===== config.mk =====
export PLATFORM = sky130hd
export DESIGN_NAME = omd_decode
export DESIGN_NICKNAME = d
export VERILOG_FILES = /design/src/hw/omd_pkg.sv /design/src/hw/omd_decode.sv
export VERILOG_INCLUDE_DIRS = /design/src /design/src/hw
export SDC_FILE = /design/constraint.sdc
export NUM_CORES = 1
export LEC_CHECK = 0
export BUFFER_PORTS_ARGS = -buffer_cell sky130_fd_sc_hd__buf_2
export CAP_MARGIN = 20
export CORE_UTILIZATION = 37
export DETAILED_ROUTE_END_ITERATION = 16
export MAX_ROUTING_LAYER = met4
export PLACE_DENSITY = 0.77
export RECOVER_POWER = 25
export SYNTH_ARGS = -nofsm -noshare
export SYNTH_HDL_FRONTEND = slang
export SYNTH_SLANG_ARGS = --single-unit

===== constraint.sdc =====
create_clock -name pclk -period 3.2 [get_ports pclk]
set_input_delay 0.32 -clock pclk [delete_from_list [all_inputs] [get_ports pclk]]
set_output_delay 0.32 -clock pclk [all_outputs]
set_load 0.1 [all_outputs]

===== src/hw/omd_params.svh =====
// Constants for the on-chip memory map decoder
//
// Notes on behaviour
// - Disabled user ROM occupies no addresses
// - User ROM disabled when its config bit clear
// - Separate 192-byte bootloader ROM beside user ROM
// - Normal modes never map the bootloader ROM
// - Test mode maps bootloader only after enable
// - Bootstrap maps bootloader at reset, vector BFFE
// - Secured part resets only single-chip or bootstrap
// - Single-chip vector from user ROM, no bus
// - Secure bootstrap wipes, verifies, then erases config
// - RAM starts at base of any 4K page
// - EEPROM selected for software program and erase
// - RAM page zero at reset; 64-cycle write window in normal modes
// - Internal hit returns internal data, ignores bus
`ifndef OMD_PARAMS_SVH
`define OMD_PARAMS_SVH

// ----------------------------------------------------------------
// Register map (byte addresses)
// ----------------------------------------------------------------
`define OMD_REG_CTRL 12'h000
`define OMD_REG_STAT 12'h004
`define OMD_CTRL_BOOT_BIT 4
`define OMD_CTRL_PAGE_MSB 3
`define OMD_STAT_MODE_MSB 1
`define OMD_STAT_SEC_BIT 2
`define OMD_STAT_WIN_BIT 3
`define OMD_STAT_ROM_BIT 4
`define OMD_STAT_DL_BIT 5

// ----------------------------------------------------------------
// Mode codes, mode pin B then mode pin A
// ----------------------------------------------------------------
`define OMD_MODE_BOOT 2'b00
`define OMD_MODE_TEST 2'b01
`define OMD_MODE_SINGLE 2'b10
`define OMD_MODE_EXP 2'b11

// ----------------------------------------------------------------
// Memory ranges and vectors
// ----------------------------------------------------------------
`define OMD_ROM_LO 16'he000
`define OMD_ROM_HI 16'hffff
`define OMD_BOOT_LO 16'hbf40
`define OMD_BOOT_HI 16'hbfff
`define OMD_EE_LO 16'hb600
`define OMD_EE_HI 16'hb7ff
`define OMD_VEC_USER 16'hfffe
`define OMD_VEC_BOOT 16'hbffe
`define OMD_RAM_PAGE_RESET 4'h0

// ----------------------------------------------------------------
// Timing
// ----------------------------------------------------------------
`define OMD_INIT_WINDOW 7'h40

`endif


===== src/hw/omd_pkg.sv =====
// Types shared by the on-chip memory map decoder
package omd_pkg;

  // Secure bootstrap wipe sequencer
  typedef enum logic [2:0] {
    omd_wp_idle,
    omd_wp_erase,
    omd_wp_verify,
    omd_wp_cfg,
    omd_wp_done
  } omd_wipe_t;

  // Whole state of the decoder
  typedef struct packed {
    logic captured;
    logic [1:0] mode;
    logic secure;
    logic rom_on;
    logic ee_on;
    logic [6:0] win_cnt;
    logic [3:0] ram_page;
    logic boot_test_en;
    omd_wipe_t wipe;
    logic [7:0] cpu_rdata;
    logic sel_user_rom;
    logic sel_boot_rom;
    logic sel_ram;
    logic sel_eeprom;
    logic ext_bus_en;
    logic [15:0] vec_addr;
    logic pready;
    logic pslverr;
    logic [31:0] prdata;
    logic wipe_req;
    logic verify_req;
    logic cfg_erase_req;
    logic download_ok;
  } omd_state_t;

endpackage : omd_pkg


===== src/hw/omd_decode.sv =====
// On-chip memory map decoder with APB control registers
`timescale 1ns/1ps
`include "omd_params.svh"

module omd_decode
(
  input wire logic pclk,
  input wire logic presetn,
  // APB slave
  input wire logic psel,
  input wire logic penable,
  input wire logic pwrite,
  input wire logic [11:0] paddr,
  input wire logic [31:0] pwdata,
  output logic [31:0] prdata,
  output logic pready,
  output logic pslverr,
  // Straps and nonvolatile configuration, caught after reset
  input wire logic [1:0] mode_pins,
  input wire logic user_rom_enable_cfg,
  input wire logic security_cfg,
  input wire logic eeprom_enable_cfg,
  // CPU side
  input wire logic [15:0] cpu_addr,
  input wire logic cpu_rd,
  input wire logic cpu_wr,
  output logic [7:0] cpu_rdata,
  output logic [15:0] reset_vector_addr,
  output logic [1:0] mode_out,
  // Memory selects and read data
  output logic sel_user_rom,
  output logic sel_boot_rom,
  output logic sel_ram,
  output logic sel_eeprom,
  input wire logic [7:0] user_rom_data,
  input wire logic [7:0] boot_rom_data,
  input wire logic [7:0] ram_data,
  input wire logic [7:0] eeprom_data,
  // External expansion bus
  output logic ext_bus_en,
  input wire logic [7:0] ext_data,
  // Secure bootstrap wipe handshake
  output logic wipe_req,
  input wire logic wipe_done,
  output logic verify_req,
  input wire logic verify_done,
  input wire logic verify_ok,
  output logic cfg_erase_req,
  input wire logic cfg_erase_done,
  output logic download_ok
);

  // ----------------------------------------------------------------
  // Helpers
  // ----------------------------------------------------------------

  // Inclusive address range test
  function automatic logic in_range(input logic [15:0] a,
                                    input logic [15:0] lo,
                                    input logic [15:0] hi);
    in_range = (a >= lo) && (a <= hi);
  endfunction : in_range

  omd_pkg::omd_state_t s; // Registered state
  omd_pkg::omd_state_t next_s; // Next state

  logic hit_ram; // Address in relocated RAM page
  logic hit_boot; // Address in mapped bootloader ROM
  logic hit_rom; // Address in enabled user ROM
  logic hit_ee; // Address in enabled EEPROM
  logic acc; // CPU access in progress
  logic win_open; // Mapping writes still allowed
  logic apb_do; // APB access acted on this edge, completes at the next

  // ----------------------------------------------------------------
  // Address decode
  // ----------------------------------------------------------------

  // Raw hits of each internal memory
  always_comb
  begin
    hit_ram = s.captured && (cpu_addr[15:12] == s.ram_page)
              && (cpu_addr[11:8] == 4'h0);
    hit_boot = s.captured
               && ((s.mode == `OMD_MODE_BOOT)
                   || ((s.mode == `OMD_MODE_TEST)
                       && s.boot_test_en))
               && in_range(cpu_addr, `OMD_BOOT_LO, `OMD_BOOT_HI);
    hit_rom = s.captured && s.rom_on
              && in_range(cpu_addr, `OMD_ROM_LO, `OMD_ROM_HI);
    hit_ee = s.captured && s.ee_on
             && in_range(cpu_addr, `OMD_EE_LO, `OMD_EE_HI);
    acc = cpu_rd || cpu_wr;
    win_open = (s.mode[1] == 1'b0) || (s.win_cnt < `OMD_INIT_WINDOW);
    apb_do = psel && penable && !s.pready;
  end

  // ----------------------------------------------------------------
  // Next state
  // ----------------------------------------------------------------

  always_comb
  begin
    next_s = s;
    // Catch straps and configuration on the first edge after reset
    if (!s.captured)
    begin
      next_s.captured = 1'b1;
      next_s.secure = security_cfg;
      next_s.rom_on = user_rom_enable_cfg;
      next_s.ee_on = eeprom_enable_cfg;
      if (security_cfg)
        next_s.mode = {mode_pins[1], 1'b0};
      else
        next_s.mode = mode_pins;
      if (security_cfg && mode_pins[1])
        next_s.vec_addr = `OMD_VEC_USER;
      else if (!mode_pins[1] && (security_cfg || !mode_pins[0]))
        next_s.vec_addr = `OMD_VEC_BOOT;
      else
        next_s.vec_addr = `OMD_VEC_USER;
    end
    // Saturating count of cycles since reset
    if (s.captured && (s.win_cnt < `OMD_INIT_WINDOW))
      next_s.win_cnt = s.win_cnt + 7'h01;

    // Fixed priority: RAM, boot ROM, user ROM, EEPROM, bus
    next_s.sel_ram = 1'b0;
    next_s.sel_boot_rom = 1'b0;
    next_s.sel_user_rom = 1'b0;
    next_s.sel_eeprom = 1'b0;
    next_s.ext_bus_en = 1'b0;
    next_s.cpu_rdata = s.cpu_rdata;
    if (acc && hit_ram)
    begin
      next_s.sel_ram = 1'b1;
      next_s.cpu_rdata = ram_data;
    end
    else if (acc && hit_boot)
    begin
      next_s.sel_boot_rom = 1'b1;
      next_s.cpu_rdata = boot_rom_data;
    end
    else if (acc && hit_rom)
    begin
      next_s.sel_user_rom = 1'b1;
      next_s.cpu_rdata = user_rom_data;
    end
    else if (acc && hit_ee)
    begin
      next_s.sel_eeprom = 1'b1;
      next_s.cpu_rdata = eeprom_data;
    end
    else if (acc && s.captured && s.mode[0])
    begin
      // Only expanded and test modes own an external bus
      next_s.ext_bus_en = 1'b1;
      next_s.cpu_rdata = ext_data;
    end

    // Secure bootstrap wipe sequencer
    next_s.wipe_req = 1'b0;
    next_s.verify_req = 1'b0;
    next_s.cfg_erase_req = 1'b0;
    case (s.wipe)
      omd_pkg::omd_wp_idle:
      begin
        if (s.captured && (s.mode == `OMD_MODE_BOOT) && s.secure)
        begin
          next_s.wipe = omd_pkg::omd_wp_erase;
          next_s.wipe_req = 1'b1;
        end
        else if (s.captured && (s.mode == `OMD_MODE_BOOT))
          next_s.wipe = omd_pkg::omd_wp_done;
      end
      omd_pkg::omd_wp_erase:
      begin
        // Erase EEPROM and RAM first
        if (wipe_done)
        begin
          next_s.wipe = omd_pkg::omd_wp_verify;
          next_s.verify_req = 1'b1;
        end
        else
          next_s.wipe_req = 1'b1;
      end
      omd_pkg::omd_wp_verify:
      begin
        // Failed verify repeats the erase
        if (verify_done && verify_ok)
        begin
          next_s.wipe = omd_pkg::omd_wp_cfg;
          next_s.cfg_erase_req = 1'b1;
        end
        else if (verify_done)
        begin
          next_s.wipe = omd_pkg::omd_wp_erase;
          next_s.wipe_req = 1'b1;
        end
        else
          next_s.verify_req = 1'b1;
      end
      omd_pkg::omd_wp_cfg:
      begin
        // Config byte with the security bit goes last
        if (cfg_erase_done)
          next_s.wipe = omd_pkg::omd_wp_done;
        else
          next_s.cfg_erase_req = 1'b1;
      end
      default:
        next_s.wipe = omd_pkg::omd_wp_done;
    endcase
    next_s.download_ok = (next_s.wipe == omd_pkg::omd_wp_done);

    // APB slave, answers one cycle into the access phase
    next_s.pready = apb_do;
    next_s.pslverr = 1'b0;
    if (apb_do)
    begin
      next_s.prdata = 32'h0000_0000;
      if (paddr == `OMD_REG_CTRL)
      begin
        if (pwrite && win_open && s.captured)
        begin
          next_s.ram_page = pwdata[`OMD_CTRL_PAGE_MSB:0];
          next_s.boot_test_en = pwdata[`OMD_CTRL_BOOT_BIT];
        end
        next_s.prdata[`OMD_CTRL_PAGE_MSB:0] = s.ram_page;
        next_s.prdata[`OMD_CTRL_BOOT_BIT] = s.boot_test_en;
      end
      else if (paddr == `OMD_REG_STAT)
      begin
        next_s.prdata[`OMD_STAT_MODE_MSB:0] = s.mode;
        next_s.prdata[`OMD_STAT_SEC_BIT] = s.secure;
        next_s.prdata[`OMD_STAT_WIN_BIT] = win_open;
        next_s.prdata[`OMD_STAT_ROM_BIT] = s.rom_on;
        next_s.prdata[`OMD_STAT_DL_BIT] = s.download_ok;
      end
      else
        next_s.pslverr = 1'b1;
    end
  end

  // ----------------------------------------------------------------
  // State register
  // ----------------------------------------------------------------

  // RAM page, window count and all outputs clear at reset
  always_ff @(posedge pclk or negedge presetn)
  begin
    if (!presetn)
      s <= '0;
    else
      s <= next_s;
  end

  // ----------------------------------------------------------------
  // Outputs
  // ----------------------------------------------------------------
  assign prdata = s.prdata;
  assign pready = s.pready;
  assign pslverr = s.pslverr;
  assign cpu_rdata = s.cpu_rdata;
  assign reset_vector_addr = s.vec_addr;
  assign mode_out = s.mode;
  assign sel_user_rom = s.sel_user_rom;
  assign sel_boot_rom = s.sel_boot_rom;
  assign sel_ram = s.sel_ram;
  assign sel_eeprom = s.sel_eeprom;
  assign ext_bus_en = s.ext_bus_en;
  assign wipe_req = s.wipe_req;
  assign verify_req = s.verify_req;
  assign cfg_erase_req = s.cfg_erase_req;
  assign download_ok = s.download_ok;
endmodule : omd_decode


==> results.md, run 1 <==
- Lkg Pwr: 1.68 nW
- Root buffer cell: clkbuf_8
- Clock Latency Late Sink: 0.30 ns
- Starting Density: 0.383
- VDD IR max: 0.221 mV
- Worst hold path type: in -> reg
- Ys flop type: dfrtp_1
- Yosys Warn Count: 0
- Arr. time, crit path: 2.47 ns
- Period utilization: 0.714
- R2r worst-path depth: 6
- Commonest non-fill, non-tap cell in the layout: buf_2
- Fmax: around 440 MHz
- Crit Reg-Reg Startpoint: s[87]
- Setup crit end: cpu_rdata[2]
- Nets: about 500
- Grt ovf: 0
- Inserted Clock Buffers: 5
- Most frequent cells in the layout: buf_2 (123), dfrtp_1 (48), nand2_1 (43)
- Post-CTS resize count: 0
- Die Width: a little under 90 um
- Largest net degree at the start of global routing: 49
- R2R setup slack: 0.92 ns
- Final count of hold timing violations: 0
- GRT Total Usage: 0.156
- Layout cell share with drive strength beyond 1: 0.405
- Initial antenna violation count: 0
- Worst slew margin: 0.371
- P&R area growth vs syn: 19.2%
- Post-DR wirelength/cell: 13.2 um
- Die Ht: 88.6 um
- Slew Viols, Final: 0
- Critical Path Start: s[87]
- CTS tree: done
- CP Buf/Inv Count: 1
- Core Area: 0.00725 mm^2
- DPL Wire Length: 4930 um
- Post-synth top area cell: dfrtp_1
- Max Clock Skew: ~0.0065 ns
- Number of synthesized flops with an enable pin: 0
- Kind of end point of the critical path: flop
- Placed inst area: 0.00315 mm^2
- Delay of the slowest critical-path stage: 0.54 ns
- Syn_area_per_cell: 9.64 um^2
- Final setup vio count: 0
- Reg clk slew, reported paths: 0.10 ns
- Cell count along the critical path: 6
- Worst reg2reg endpoint: cpu_rdata[2]
- Netlist Area Pre-Place: roughly 0.0028 mm^2
- Setup TNS: 0 ns
- Post-route ant nets: 0
- Register Area: between 0.001 and 0.0015 mm^2
- Antenna diodes: 0
- I/O pin total: 185
- Synthesized instance count: 288
- Design Power: between 0.0015 and 0.002 W
- Multi-input logic area: around 0.0012 mm^2
- Critical path type: reg -> reg
- Synth area leaders: dfrtp_1 (43%), buf_4 (16%), nand2_1 (5.8%), mux2_2 (3.6%), o21ai_0 (3.6%)
- Delay-heaviest family, CP: compound AO/OA/AOI/OAI gates
- FP Rows: 31
- Vias/cell: 4.66
- Outcome: finished clean
- Overall die area: a little under 0.008 mm^2
- Number of synthesized register bits: 48
- Post-Route WL: 6380 um
- Crit Path Max Fanout: 15
- Pwr dens: 586 mW/mm^2
- Slowest stage cell, crit path: o211ai_1
- Drt initial violations: between 100 and 150
- RSZ-0062 raised after global routing: no
- Clock buffer depth: 2
- Htree depth: 2
- Final Critical Period: around 2.3 ns
- Worst-Margin Slew: 0.940 ns
- Clock sinks: 48
- Final Wtd Congestion: just over 0.8
- DRC: 0
- Post-synth top area share: 0.432
- Fillers: approximately 730
- DR vias: 2,248
- Cell chain of the critical path: clkbuf_1, o211ai_1, nor2_1, o21ai_0, a221o_1, o221a_2
- Worst path required time: 3.39 ns
- First-pass GRT wire length: 9170 um
- Setup crit start kind: flop
- Synth cell types: 46
- Max Cap Violations: 0
- Sequential-to-total area share from yosys stat: 0.432
- Asr flop ratio synth: 1.00
- Port buffer count: around 120
- Cell area after layout: 0.00331 mm^2
- 1st-pass router iterations: 4
- Vias in the first global route: between 1.5k and 2k
[worst min-delay path by stage]
stage	from	endpoint	slack (ns)	depth (start not counted)
2_1_floorplan	presetn	cfg_erase_req	0.02	0
3_3_place_gp	prdata[5]	prdata[5]	0.46	2
3_5_place_dp	s[80]	s[80]	0.47	1
4_1_cts	verify_ok	wipe_req	0.20	2
5_1_grt	verify_ok	wipe_req	0.20	2
6_report	verify_ok	wipe_req	0.21	2
[through the flow]
step | utilization | hold WS, ns | cells | setup slack, ns
2_1_floorplan | - | 0.0244 | 314 | 0.968
3_3_place_gp | 0.434 | 0.461 | 472 | 0.970
3_5_place_dp | 0.434 | 0.465 | 472 | 0.911
4_1_cts | 0.453 | 0.197 | 480 | 1.02
5_1_grt | 0.457 | 0.200 | 482 | 0.744
6_report | 0.457 | 0.210 | 482 | 0.917
[cell families after synthesis]
| family | Yosys count | share of synthesized area |
|---|---|---|
| fa+ha+maj | 1 | 0.00450 |
| xor+xnor | 9 | 0.0284 |
| simple gates | 96 | 0.173 |
| compound gates | 49 | 0.130 |
| flops | 48 | 0.432 |
| other cells | 2 | 0.00270 |
| buf+inv | 70 | 0.177 |
| mux | 13 | 0.0509 |
[per-layer routing]
layer | global-route usage | share of wire | vias up
met3 | 0.0299 | 0.057 | 10
met1 | 0.195 | 0.42 | 1047
li1 | - | - | 1099
met2 | 0.250 | 0.51 | 92
met5 | - | 0 | -
met4 | 0.0601 | 0.013 | 0
[synthesized netlist by cell type, drive strengths merged, types with 2 or more instances]
cell    number
a21oi        3
a221o        7
a31oi        2
and3         2
buf         64
clkbuf       2
conb         2
dfrtp       48
inv          4
mux2         9
mux2i        4
nand2       43
nand2b       3
nand3        3
nand3b       4
nand4        2
nor2        19
nor2b        3
nor3         2
nor4         4
nor4b        3
o21ai       21
o221a        8
o22ai        2
or2          3
xnor2        7
xor2         2
[worst reg2reg max path, delay by kind of cell, from the launching register on]
| family | cells | cell delay, ns |
|---|---|---|
| AOI/OAI and AO/OA | 4 | 1.08 |
| buffers and inverters | 1 | 0.50 |
| DFF | 1 | 0.37 |
| and+or+nand+nor | 1 | 0.23 |
[state kept, by name, indices dropped and copies added (netlist names), 2 cells and up]
register / cells
s: 19
cpu_rdata: 8
prdata: 6
mode_out: 2
reset_vector_addr: 2
[where the power goes]
group          switching [W]  leakage [nW]  internal [W]
Sequential         0.0000629         0.604      0.000687
Combinational       0.000509          1.01      0.000153
Clock               0.000215        0.0687      0.000315
[area by class of cell]
| cell class | instances | share of cell area |
|---|---|---|
| Tap cell | 99 | 0.0374 |
| Timing Repair Buffer | 127 | 0.197 |
| Inverter | 4 | 0.00453 |
| Multi-Input combinational cell | 196 | 0.357 |
| Sequential cell | 48 | 0.363 |
| Clock buffer | 5 | 0.0208 |
| Clock inverter | 3 | 0.0208 |
[what timing repair did]
| item | CTS | global route |
|---|---|---|
| hold buffers | 0 | 1 |
| buffers inserted | 0 | 0 |
| endpoints found under the hold margin | 0 | 8 |
Power figures use the tool's default switching activity.
==> run 2, diff against run 1 <==
Clock period 3.2 ns to 2.3 ns, I/O delays scaled along.
==> results.md, run 2 (same netlist as run 1, synthesis figures left out) <==
- Crit Reg-Reg Startpoint: s[70]
- Fillers: 706
- Final Wtd Congestion: 0.789
- Setup crit start kind: flop
- Worst path required time: 2.49 ns
- Reg clk slew, reported paths: 0.10 ns
- Sequential Power Share: 0.384
- FP Rows: 31
- Lkg Pwr: 1.71 nW
- I/O pin total: 185
- Grt ovf: 0
- CP Buf/Inv Count: 0
- Slew Viols, Final: 0
- Die Width: approximately 89 um
- Vias in the first global route: 2,122
- Fmax: 500 MHz
- Slowest stage cell, crit path: or2_0
- Kind of end point of the critical path: flop
- Root buffer cell: clkbuf_8
- Layout cell share with drive strength beyond 1: 0.414
- Post-DR wirelength/cell: 13.3 um
- Clock Latency Late Sink: 0.30 ns
- Die Ht: 88.6 um
- Inserted Clock Buffers: 5
- Vias/cell: 4.70
- Final count of hold timing violations: 0
- Clock sinks: 48
- Crit Path Max Fanout: 9
- Sw Share: 0.405
- Period utilization: 0.869
- Pwr dens: between 800 and 900 mW/mm^2
- Critical path type: reg -> reg
- Commonest non-fill, non-tap cell in the layout: buf_2
- Worst hold path type: in -> reg
- Antenna diodes: 0
- Final setup vio count: 0
- DRC: 0
- Largest net degree at the start of global routing: 23
- Max Clock Skew: 0.00661 ns
- Biggest register: s
- Post-route ant nets: 0
- 1st-pass router iterations: 4
- Int Pwr: 0.00161 W
- CTS tree: done
- Port buffer count: 124
- Post-Route WL: 6510 um
- DPL Wire Length: 5220 um
- First-pass GRT wire length: 9630 um
- Logic pwr share: 0.346
- Sw Pwr: 0.00110 W
- Cell chain of the critical path: o22ai_1, o31a_1, or2_0, nand3_2, o221a_2
- Clock power frac: 0.270
- Critical Path Start: s[70]
- Final Critical Period: approximately 2.0 ns
- GRT Total Usage: 0.166
- Delay-heaviest family, CP: simple AND/OR/NAND/NOR gates
- Worst Hold Launch: verify_ok
- Worst-Margin Slew: 1.17 ns
- Setup TNS: 0 ns
- Htree depth: 2
- Number of flip-flops in the largest register: 19
- Outcome: finished clean
- Delay of the slowest critical-path stage: 0.45 ns
- Drt initial violations: 109
- Design Power: 0.00271 W
- Max Cap Violations: 0
- Arr. time, crit path: 2.19 ns
- Multi-input logic area: 0.00118 mm^2
- P&R area growth vs syn: 20.8%
- Starting Density: 0.383
- Worst slew margin: 0.222
- Most frequent cells in the layout: buf_2 (123), dfrtp_1 (48), nand2_1 (43)
- Clock buffer depth: 2
- DR vias: 2,303
- Nets: 507
- Core Area: 0.00725 mm^2
- Overall die area: 0.00786 mm^2
- Register Area: 0.00120 mm^2
- VDD IR max: between 0.3 and 0.4 mV
- Initial antenna violation count: 0
- RSZ-0062 raised after global routing: no
-- run 2: changes by cell type in the layout (fill, tap and decap cells not counted) --
| cell | before | now |
|---|---|---|
| buf_12 | 1 | 0 |
| clkbuf_1 | 2 | 3 |
| buf_4 | 0 | 8 |
-- run 2: final timing paths --
path | to | slack (ns) | cells past startpoint
worst min register to register | prdata[1] | 0.48 | 2
max in group asynchronous | prdata[5] | 0.48 | 3
worst max-delay path | cpu_rdata[3] | 0.30 | 5
worst min-delay path | wipe_req | 0.12 | 2
worst max register to register | cpu_rdata[3] | 0.30 | 5
min in group asynchronous | reset_vector_addr[14] | 0.69 | 2
-- run 2: power by group through the flow --
stage / Clock [W] / Sequential, W / Combinational (W)
after floorplan: 0 / 0.00106 / 0.000831
after global placement: 0 / 0.00105 / 0.000922
after detailed placement: 0 / 0.00106 / 0.000942
after CTS: 0.000764 / 0.00104 / 0.000945
after global routing: 0.000791 / 0.00106 / 0.000996
final: 0.000733 / 0.00104 / 0.000938
-- run 2: area by class of cell --
class / count / area share
repair buffers: 135 / 0.208
well taps: 99 / 0.0369
flip-flops and latches: 48 / 0.358
inverters: 4 / 0.00447
clock inverters: 3 / 0.0205
multi-input cells: 196 / 0.352
clock buffers: 5 / 0.0205
-- run 2: stage by stage --
step	std cells	setup slack [ns]	util	area, um^2	hold slack, ns
5_1_grt	490	0.138	0.463	3360	0.114
6_report	490	0.300	0.463	3360	0.123
2_1_floorplan	314	0.0677	-	2880	-0.0656
3_3_place_gp	481	0.248	0.444	3220	0.221
4_1_cts	490	0.299	0.464	3360	0.105
3_5_place_dp	481	0.217	0.444	3220	0.222
-- run 2: what timing repair did --
action                                 4_1_cts  5_1_grt
endpoints found under the hold margin       20        0
setup buffers                                0        0
gates resized for setup                      0        0
hold buffers                                 1        0
-- run 2: per-layer routing --
| layer | routed length (um) | GRT usage | up-vias |
|---|---|---|---|
| met1 | 2720 | 0.208 | 1068 |
| met4 | 178 | 0.0762 | 0 |
| li1 | - | - | 1118 |
| met3 | 367 | 0.0280 | 14 |
| met2 | 3240 | 0.259 | 103 |
| met5 | 0 | - | - |
